[src/lcd_timing_consts.svh]
`ifndef LCD_TIMING_CONSTS_SVH
`define LCD_TIMING_CONSTS_SVH
`define OFS_CTRL 4'h0
`define OFS_CON2 4'h1
`define OFS_CON3 4'h2
`define OFS_TOTAL 4'h3
`define OFS_ACTIVE 4'h4
`define OFS_HSYNC 4'h5
`define OFS_VSYNC 4'h6
`define OFS_ENST 4'h7
`define OFS_ACTDA 4'h8
`define OFS_DMASK 4'h9
`define OFS_STATUS 4'hA
`define REG_COUNT 11
`define TYPE_TFT 3'h1
`define TYPE_MSTN 3'h2
`define TYPE_CSTN 3'h3
`define B_CLKPOL 0
`define B_ENUSE 1
`define B_ENPOL 2
`define B_VSUSE 3
`define B_HSUSE 4
`define B_VSPOL 5
`define B_HSPOL 6
`define B_PADS 7
`define B_PWRLVL 8
`define B_PWRUSE 9
`define RESP_OKAY 2'h0
`define RESP_SLVERR 2'h2
`define DMASK_RESET 32'h0000FFFF
`endif

[src/lcd_timing_pkg.sv]
package lcd_timing_pkg;
  typedef logic [31:0] word_t;
  typedef logic [15:0] pix_t;
  typedef logic [15:0] cnt_t;
  typedef enum logic [1:0] {
    EN_TFT = 2'b00,
    EN_SHIFT = 2'b01,
    EN_FRAME = 2'b10,
    EN_LINE = 2'b11
  } en_mode_t;
endpackage

[src/lcd_panel_timing_generator.sv]
// Design decisions made here: the register addresses and the AXI4-Lite interface to the registers.
`timescale 1ns/1ps
`include "lcd_timing_consts.svh"
module lcd_panel_timing_generator (
  input wire logic MCLK,
  input wire logic SYS_RST,
  input wire logic AWVALID,
  output logic AWREADY,
  input wire logic [5:0] AWADDR,
  input wire logic WVALID,
  output logic WREADY,
  input wire lcd_timing_pkg::word_t WDATA,
  input wire logic [3:0] WSTRB,
  output logic BVALID,
  input wire logic BREADY,
  output logic [1:0] BRESP,
  input wire logic ARVALID,
  output logic ARREADY,
  input wire logic [5:0] ARADDR,
  output logic RVALID,
  input wire logic RREADY,
  output lcd_timing_pkg::word_t RDATA,
  output logic [1:0] RRESP,
  input wire lcd_timing_pkg::pix_t PIXEL_IN,
  output logic FETCH_REQ,
  output logic PIXEL_CLOCK_OUT,
  output logic PIXEL_CLOCK_OE,
  output logic HSYNC_OUT,
  output logic HSYNC_OE,
  output logic VSYNC_OUT,
  output logic VSYNC_OE,
  output logic PANEL_ENABLE_OUT,
  output logic PANEL_ENABLE_OE,
  output lcd_timing_pkg::pix_t PIXEL_DATA_BUS,
  output lcd_timing_pkg::pix_t PIXEL_DATA_OE,
  output logic PANEL_POWER_PIN,
  output logic PANEL_POWER_OE
);
  import lcd_timing_pkg::*;

  function automatic logic [3:0] reg_index(input logic [5:0] addr);
    reg_index = addr[5:2];
  endfunction

  // Window test is one bit wider so start plus length cannot wrap
  function automatic logic in_win(input cnt_t c, input cnt_t s, input cnt_t l);
    in_win = (c >= s) && ({1'b0, c} < ({1'b0, s} + {1'b0, l}));
  endfunction

  word_t regs_q [`REG_COUNT];
  logic aw_got_q, w_got_q, awready_q, wready_q, bvalid_q, arready_q, rvalid_q;
  logic [3:0] aw_idx_q;
  logic [1:0] bresp_q, rresp_q;
  word_t rdata_q, status_w;

  // Register bus: address and data may arrive in either order
  wire aw_hs = AWVALID & awready_q;
  wire w_hs = WVALID & wready_q;
  wire aw_have = aw_got_q | aw_hs;
  wire w_have = w_got_q | w_hs;
  wire do_wr = aw_got_q & w_got_q & ~bvalid_q;
  wire ar_hs = ARVALID & arready_q;
  wire [3:0] ar_idx = reg_index(ARADDR);
  wire wr_ok = aw_idx_q < `OFS_STATUS;
  wire rd_ok = ar_idx <= `OFS_STATUS;
  word_t wmask;
  assign wmask = {{8{WSTRB[3]}}, {8{WSTRB[2]}}, {8{WSTRB[1]}}, {8{WSTRB[0]}}};
  word_t wdata_q, wmask_q;

  always_ff @(posedge MCLK) begin
    if (SYS_RST) begin
      aw_got_q <= 1'b0;
      w_got_q <= 1'b0;
      awready_q <= 1'b0;
      wready_q <= 1'b0;
      bvalid_q <= 1'b0;
      bresp_q <= `RESP_OKAY;
      aw_idx_q <= 4'h0;
      wdata_q <= 32'h00000000;
      wmask_q <= 32'h00000000;
    end else begin
      aw_got_q <= aw_have & ~do_wr;
      w_got_q <= w_have & ~do_wr;
      awready_q <= ~(aw_have & ~do_wr);
      wready_q <= ~(w_have & ~do_wr);
      if (aw_hs) aw_idx_q <= reg_index(AWADDR);
      if (w_hs) begin
        wdata_q <= WDATA;
        wmask_q <= wmask;
      end
      if (do_wr) begin
        bvalid_q <= 1'b1;
        bresp_q <= wr_ok ? `RESP_OKAY : `RESP_SLVERR;
      end else if (BREADY) begin
        bvalid_q <= 1'b0;
      end
    end
  end

  // Read channel; status is live, unmapped answers slave error
  always_ff @(posedge MCLK) begin
    if (SYS_RST) begin
      arready_q <= 1'b0;
      rvalid_q <= 1'b0;
      rdata_q <= 32'h00000000;
      rresp_q <= `RESP_OKAY;
    end else begin
      arready_q <= ~(rvalid_q | ar_hs) | (rvalid_q & RREADY & ~ar_hs);
      if (ar_hs) begin
        rvalid_q <= 1'b1;
        rresp_q <= rd_ok ? `RESP_OKAY : `RESP_SLVERR;
        rdata_q <= !rd_ok ? 32'h00000000 : (ar_idx == `OFS_STATUS) ? status_w : regs_q[ar_idx];
      end else if (RREADY) begin
        rvalid_q <= 1'b0;
      end
    end
  end

  // Writable registers, one per word; mask resets to all lines on
  genvar gi;
  generate
    for (gi = 0; gi < `REG_COUNT; gi++) begin : g_reg
      always_ff @(posedge MCLK) begin
        if (SYS_RST) begin
          regs_q[gi] <= (gi == `OFS_DMASK) ? `DMASK_RESET : 32'h00000000;
        end else if (do_wr && wr_ok && aw_idx_q == 4'(gi) && gi != `OFS_STATUS) begin
          regs_q[gi] <= (regs_q[gi] & ~wmask_q) | (wdata_q & wmask_q);
        end
      end
    end
  endgenerate

  // Field decode
  // Bus width stays readable but pixels always leave as one 16-bit word
  wire module_on = regs_q[`OFS_CTRL][0];
  wire [2:0] panel_type_sel = regs_q[`OFS_CON2][2:0];
  wire [1:0] stn_bus_width = regs_q[`OFS_CON2][15:14];
  word_t con3;
  assign con3 = regs_q[`OFS_CON3];
  wire cnt_t total_width = regs_q[`OFS_TOTAL][15:0];
  wire cnt_t total_height = regs_q[`OFS_TOTAL][31:16];
  wire cnt_t active_width = regs_q[`OFS_ACTIVE][15:0];
  wire cnt_t active_height = regs_q[`OFS_ACTIVE][31:16];
  wire [7:0] hsync_start = regs_q[`OFS_HSYNC][7:0];
  wire [7:0] hsync_length = regs_q[`OFS_HSYNC][15:8];
  wire [7:0] vsync_start = regs_q[`OFS_VSYNC][7:0];
  wire [7:0] vsync_length = regs_q[`OFS_VSYNC][15:8];
  wire [7:0] horiz_enable_start = regs_q[`OFS_ENST][7:0];
  wire [7:0] vert_enable_start = regs_q[`OFS_ENST][15:8];
  wire cnt_t active_pixel_start = regs_q[`OFS_ACTDA][15:0];
  wire cnt_t active_line_start = regs_q[`OFS_ACTDA][31:16];
  wire pix_t data_line_mask = regs_q[`OFS_DMASK][15:0];
  wire is_tft = panel_type_sel == `TYPE_TFT;
  wire is_stn = panel_type_sel == `TYPE_MSTN || panel_type_sel == `TYPE_CSTN;

  // Pixel clock phase: one pixel every two MCLK cycles
  logic ph_q, mod_q, line_arm_q;
  cnt_t h_q, v_q;
  logic [7:0] line_cnt_q, dly_q;
  wire tick = module_on & ph_q;
  wire h_last = ({1'b0, h_q} + 17'h1) >= {1'b0, total_width};
  wire v_last = ({1'b0, v_q} + 17'h1) >= {1'b0, total_height};
  wire frame_wrap = tick & h_last & v_last;
  wire line_wrap = tick & h_last;

  // Counters held at zero while off
  always_ff @(posedge MCLK) begin
    if (SYS_RST || !module_on) begin
      ph_q <= 1'b0;
      h_q <= 16'h0000;
      v_q <= 16'h0000;
    end else begin
      ph_q <= ~ph_q;
      if (tick) begin
        h_q <= h_last ? 16'h0000 : h_q + 16'h0001;
        if (h_last) v_q <= v_last ? 16'h0000 : v_q + 16'h0001;
      end
    end
  end

  // Windows against the counters
  wire hs_win = in_win(h_q, 16'(hsync_start), 16'(hsync_length));
  wire vs_win = in_win(v_q, 16'(vsync_start), 16'(vsync_length));
  wire en_win = in_win(h_q, 16'(horiz_enable_start), active_width) &
                in_win(v_q, 16'(vert_enable_start), active_height);
  wire data_win = in_win(h_q, active_pixel_start, active_width) &
                  in_win(v_q, active_line_start, active_height);
  wire en_pol = con3[`B_ENPOL];

  en_mode_t en_mode;
  always_comb begin
    if (!is_stn) en_mode = EN_TFT;
    else if (en_pol) en_mode = EN_SHIFT;
    else if (vert_enable_start == 8'h00) en_mode = EN_FRAME;
    else en_mode = EN_LINE;
  end

  // Modulation toggles; line mode delays the flip by the enable start count
  always_ff @(posedge MCLK) begin
    if (SYS_RST || !module_on) begin
      mod_q <= 1'b0;
      line_cnt_q <= 8'h00;
      line_arm_q <= 1'b0;
      dly_q <= 8'h00;
    end else begin
      if (en_mode == EN_FRAME && frame_wrap) mod_q <= ~mod_q;
      if (line_wrap) begin
        line_cnt_q <= (line_cnt_q + 8'h01 >= vert_enable_start) ? 8'h00 : line_cnt_q + 8'h01;
      end
      if (en_mode == EN_LINE && line_wrap && line_cnt_q + 8'h01 >= vert_enable_start) begin
        line_arm_q <= 1'b1;
        dly_q <= horiz_enable_start;
      end else if (line_arm_q) begin
        if (dly_q == 8'h00) begin
          line_arm_q <= 1'b0;
          mod_q <= ~mod_q;
        end else begin
          dly_q <= dly_q - 8'h01;
        end
      end
    end
  end

  // Shift clock is the pixel clock inverted; an odd delay of a period-2 clock
  // is a half period, so delay reduces to one phase bit.
  wire pclk_d = ph_q ^ con3[`B_CLKPOL];
  wire shift_d = ~pclk_d ^ horiz_enable_start[0];
  logic en_d;
  always_comb begin
    unique case (en_mode)
      EN_TFT: en_d = en_win ~^ en_pol;
      EN_SHIFT: en_d = shift_d;
      EN_FRAME: en_d = mod_q;
      EN_LINE: en_d = mod_q;
    endcase
  end

  logic pclk_q, hs_q, vs_q, en_q, fetch_q, pwr_q, pclk_oe_q, hs_oe_q, vs_oe_q, en_oe_q, pwr_oe_q;
  pix_t data_q, data_oe_q;
  wire pads = con3[`B_PADS];

  // Pins: every pad is a flop; data changes with the rising pixel clock while the clock polarity bit is clear
  always_ff @(posedge MCLK) begin
    if (SYS_RST) begin
      pclk_q <= 1'b0;
      hs_q <= 1'b1;
      vs_q <= 1'b1;
      en_q <= 1'b0;
      fetch_q <= 1'b0;
      data_q <= 16'h0000;
      {pclk_oe_q, hs_oe_q, vs_oe_q, en_oe_q, pwr_q, pwr_oe_q} <= 6'h00;
      data_oe_q <= 16'h0000;
    end else begin
      pclk_q <= module_on ? pclk_d : con3[`B_CLKPOL];
      pclk_oe_q <= pads;
      hs_oe_q <= pads & con3[`B_HSUSE];
      vs_oe_q <= pads & con3[`B_VSUSE];
      en_oe_q <= pads & con3[`B_ENUSE];
      data_oe_q <= pads ? data_line_mask : 16'h0000;
      pwr_oe_q <= pads & con3[`B_PWRUSE];
      pwr_q <= con3[`B_PWRLVL];
      fetch_q <= tick & data_win;
      if (!module_on) begin
        hs_q <= ~con3[`B_HSPOL];
        vs_q <= ~con3[`B_VSPOL];
        en_q <= is_stn ? 1'b0 : ~en_pol;
        data_q <= 16'h0000;
      end else begin
        if (tick) begin
          hs_q <= hs_win ~^ con3[`B_HSPOL];
          vs_q <= vs_win ~^ con3[`B_VSPOL];
          data_q <= data_win ? PIXEL_IN : 16'h0000;
        end
        if (tick || en_mode != EN_TFT) en_q <= en_d;
      end
    end
  end

  assign status_w = {v_q[14:0], mod_q, h_q};
  assign AWREADY = awready_q;
  assign WREADY = wready_q;
  assign BVALID = bvalid_q;
  assign BRESP = bresp_q;
  assign ARREADY = arready_q;
  assign RVALID = rvalid_q;
  assign RDATA = rdata_q;
  assign RRESP = rresp_q;
  assign FETCH_REQ = fetch_q;
  assign PIXEL_CLOCK_OUT = pclk_q;
  assign PIXEL_CLOCK_OE = pclk_oe_q;
  assign HSYNC_OUT = hs_q;
  assign HSYNC_OE = hs_oe_q;
  assign VSYNC_OUT = vs_q;
  assign VSYNC_OE = vs_oe_q;
  assign PANEL_ENABLE_OUT = en_q;
  assign PANEL_ENABLE_OE = en_oe_q;
  assign PIXEL_DATA_BUS = data_q;
  assign PIXEL_DATA_OE = data_oe_q;
  assign PANEL_POWER_PIN = pwr_q;
  assign PANEL_POWER_OE = pwr_oe_q;
endmodule

[config.mk]
export PLATFORM = sky130hd
export DESIGN_NAME = lcd_panel_timing_generator
export DESIGN_NICKNAME = d
export VERILOG_FILES = /design/src/lcd_timing_pkg.sv /design/src/lcd_panel_timing_generator.sv
export VERILOG_INCLUDE_DIRS = /design/src
export SDC_FILE = /design/constraint.sdc
export NUM_CORES = 1
export LEC_CHECK = 0
export CORE_MARGIN = 1
export CORE_UTILIZATION = 40
export CTS_CLUSTER_DIAMETER = 150
export DETAILED_ROUTE_END_ITERATION = 6
export DONT_BUFFER_PORTS = 1
export PLACE_DENSITY = 0.62
export SETUP_SLACK_MARGIN = 0.1
export SYNTH_ARGS = -nofsm -noshare
export SYNTH_HDL_FRONTEND = slang
export SYNTH_SLANG_ARGS = --single-unit
export TNS_END_PERCENT = 30
[constraint.sdc]
create_clock -name MCLK -period 6.6 [get_ports MCLK]
set_clock_uncertainty 0.2 [all_clocks]
set_input_delay 0.33 -clock MCLK [delete_from_list [all_inputs] [get_ports MCLK]]
set_output_delay 0.33 -clock MCLK [all_outputs]
set_load 0.02 [all_outputs]
==> results.sh <==
export IMPL_wl_per_cell_microns=24.3
export IMPL_die_y_microns=277
export IMPL_synth_top_area_share=0.318
export IMPL_placed_area_sq_um=31200
export IMPL_endpoint_kind="flop"
export IMPL_grt_max_degree=98
export IMPL_layout_cells_non_filler=4071
export IMPL_yosys_warnings=0
export IMPL_swShare=0.257
export IMPL_ant_nets=0
export IMPL_arrival_ns=5.81
export IMPL_antenna_found_initial=2
export IMPL_yosysSeqAreaShare=0.433
export IMPL_synth_ff_type="edfxtp_1"
export IMPL_hold_violations=2
export IMPL_seq_area_sq_um=13100
export IMPL_cts_tree="built"
export IMPL_grt_pass1_wl_mm=148
export IMPL_cpMaxStageDelayCell="nor4_4"
export IMPL_max_cap_violations=0
export IMPL_synthArstFlopShare=0
export IMPL_maxSlewHeadroom=0.208
export IMPL_clock_sinks=495
export IMPL_synth_edff_count=320
export IMPL_setup_tns_ns=0
export IMPL_die_w_microns=277
export IMPL_cts_setup_buffers=0
export IMPL_required_ns=6.98
export IMPL_clock_path_buffers=3
export IMPL_whs_ns=-0.00128
export IMPL_power_mw=7.33
export IMPL_io_pins=155
export IMPL_violations="negative hold slack"
export IMPL_dpl_cell_count=3869
export IMPL_synth_cells=3021
export IMPL_htree_num_levels=2
export IMPL_period_minus_slack_ns=5.43
export IMPL_via_per_inst=5.94
export IMPL_route_detailed_drc=0
export IMPL_drt_pass1_iterations=5
export IMPL_io_buffers=0
export IMPL_clock_power_share=0.429
export IMPL_setup_worst_path_start_class="flop"
export IMPL_wl_mm=98.8
export IMPL_initial_utilization=0.405
export IMPL_crit_chain="ha_1 -> a21o_1 -> a211oi_1 -> nor2_1 -> o21a_1 -> o22ai_1 -> o31ai_1 -> o41ai_1 -> xor2_1 -> ha_1 -> a2111oi_0 -> o21ai_0 -> a21oi_1 -> o21ai_0 -> o211a_1 -> nor4_4 -> a22o_1"
export IMPL_p_leak_nw=13.6
export IMPL_cpPeakStageDelay_ns=0.90
export IMPL_ir_drop_v=0.000196
export IMPL_timing_final_crit_share=0.823
export IMPL_worst_slew_pin_slew_ns=1.19
export IMPL_multi_input_area_sq_um=16100
export IMPL_route_vias_total=24183
export IMPL_fmax_mhz=184
export IMPL_synth_largest_area_cell="edfxtp_1"
export IMPL_status="finished, violations left"
export IMPL_power_density_nw_per_um2=215
export IMPL_cts_root_buf="clkbuf_16"
export IMPL_hpwl_mm=67.0
export IMPL_synth_seq_cells=495
export IMPL_drt_iter0_drc=2677
export IMPL_cts_buffers=55
export IMPL_yosysUniqueCellTypes=77
export IMPL_critPathKind="flop to flop"
export IMPL_min_path_cells=4
export IMPL_avgSynthCellArea_sq_um=10.0
export IMPL_synth_area_leaders="edfxtp_1 (32%), dfxtp_1 (12%), ha_1 (10%)"
export IMPL_fillers=6983
export IMPL_crit_fanout=17
export IMPL_clk_latency_ns=0.65
export IMPL_seqPwrFrac=0.477
export IMPL_drive_gt1_frac=0.0780
export IMPL_setup_viol=0
export IMPL_drv_slew=0
export IMPL_grt_use_total=0.253
export IMPL_overflow=0
export IMPL_rsz0062_at_grt="false"
export IMPL_synth_area_sq_um=30300
export IMPL_die_area_sq_um=76700
export IMPL_ctsResizeCount=0
export IMPL_combPwrFrac=0.095
export IMPL_intPower_mw=5.45
export IMPL_synthToLayoutAreaGrowth_pct=12.5
export IMPL_worstRegToRegCells=17
export IMPL_fp_coreArea_sq_um=74700
export IMPL_first_global_vias=23476
export IMPL_routabilityCongestion=0.918
export IMPL_finalNetCount=3381
export IMPL_rows=100
export IMPL_clkTransAtPathRegs_ns=0.07
export IMPL_stdcell_area_sq_um=34000
export IMPL_p_sw_mw=1.88
export IMPL_hp_class="primary input to flop"
-- power groups by stage --
| stage | clock, mW | sequential, mW | combinational (mW) |
|---|---|---|---|
| after global routing | 3.29 | 3.50 | 0.756 |
| after global placement | 0 | 3.55 | 0.609 |
| after CTS | 3.17 | 3.49 | 0.684 |
| after floorplan | 0 | 3.51 | 0.485 |
| after detailed placement | 0 | 3.56 | 0.615 |
| final | 3.14 | 3.49 | 0.694 |
-- area by class of cell --
type,count,share of cell area
Antenna cell,1,0.0000735
Clock buffer,76,0.0465
Inverter,127,0.0140
Tap cell,969,0.0356
Timing Repair Buffer,140,0.0389
Multi-Input combinational cell,2236,0.473
Clock inverter,27,0.00713
Sequential cell,495,0.385
-- cells by family after synthesis --
family          Yosys count  share of synthesized area
compound gates          776                      0.153
xor+xnor                114                     0.0330
fa+ha+maj               255                      0.107
buf+inv                 291                     0.0378
flops                   495                      0.433
mux                     132                     0.0701
other cells               1                   0.000124
simple gates            957                      0.166
-- worst max-delay path: cells and delay by family (launching register included) --
kind | cells | cell delay (ns)
AO/OA/AOI/OAI | 12 | 2.93
XOR/XNOR | 1 | 0.12
adder cells (fa/ha/maj) | 2 | 0.58
flip-flops | 1 | 0.52
AND/OR/NAND/NOR | 2 | 1.00
-- per-stage QoR --
step,utilization,setup slack (ns)
finish,0.456,1.17
global route,0.456,0.742
CTS,0.456,1.20
detailed placement,0.418,1.26
global placement,0.418,1.29
floorplan,-,2.46
-- cells in the final DEF (no fill, tap or decap), types with 24 or more instances in the layout --
master | Yosys | final
o221ai_1 | 33 | 33
xor2_1 | 61 | 61
and2_1 | 24 | 24
dfxtp_1 | 175 | 171
edfxtp_1 | 320 | 320
and3_1 | 115 | 115
o21ai_0 | 166 | 165
buf_4 | 4 | 42
a21oi_1 | 369 | 368
xnor2_1 | 53 | 53
mux4_2 | 64 | 64
nand2_1 | 252 | 247
a21o_1 | 37 | 37
ha_1 | 249 | 249
nor2_1 | 124 | 122
dlygate4sd3_1 | 0 | 96
nand3_1 | 69 | 69
mux2i_1 | 68 | 68
a22oi_1 | 37 | 37
clkbuf_16 | 0 | 59
nand2b_1 | 250 | 250
inv_1 | 127 | 127
-- sequential cells by signal, summed over array words and instances, names as in the netlist, 16 cells and up --
name,flops
regs_q,320
RDATA,32
wdata_q,32
PIXEL_DATA_BUS,16
PIXEL_DATA_OE,16
h_q,16
v_q,16
-- layer usage --
layer  track usage  up-vias  share of wire
li1              -    11141              -
met1         0.355    11784           0.43
met2         0.387     1077           0.44
met3        0.0515      179          0.093
met4        0.0873        2          0.033
met5             0        -        0.00010
-- repair_timing --
action                                 in CTS  in global routing
endpoints found under the hold margin     139                  0
setup endpoints to repair                   0                  0
hold buffers                               98                  0
-- final timing paths --
check           startpoint           endpoint  slack [ns]
max          regs_q[4][17]  PIXEL_DATA_BUS[0]        1.17
max reg2reg  regs_q[4][17]  PIXEL_DATA_BUS[0]        1.17
min reg2reg    wdata_q[11]        wdata_q[11]        0.25
min                 WVALID         wdata_q[0]      -0.001
-- synthesized netlist by cell type (61+ instances only) --
| library cell | instances |
|---|---|
| a21oi_1 | 369 |
| and3_1 | 115 |
| clkbuf_1 | 136 |
| dfxtp_1 | 175 |
| edfxtp_1 | 320 |
| ha_1 | 249 |
| inv_1 | 127 |
| mux2i_1 | 68 |
| mux4_2 | 64 |
| nand2_1 | 252 |
| nand2b_1 | 250 |
| nand3_1 | 69 |
| nor2_1 | 124 |
| o21ai_0 | 166 |
| xor2_1 | 61 |
(Power assumes the default switching activity.)
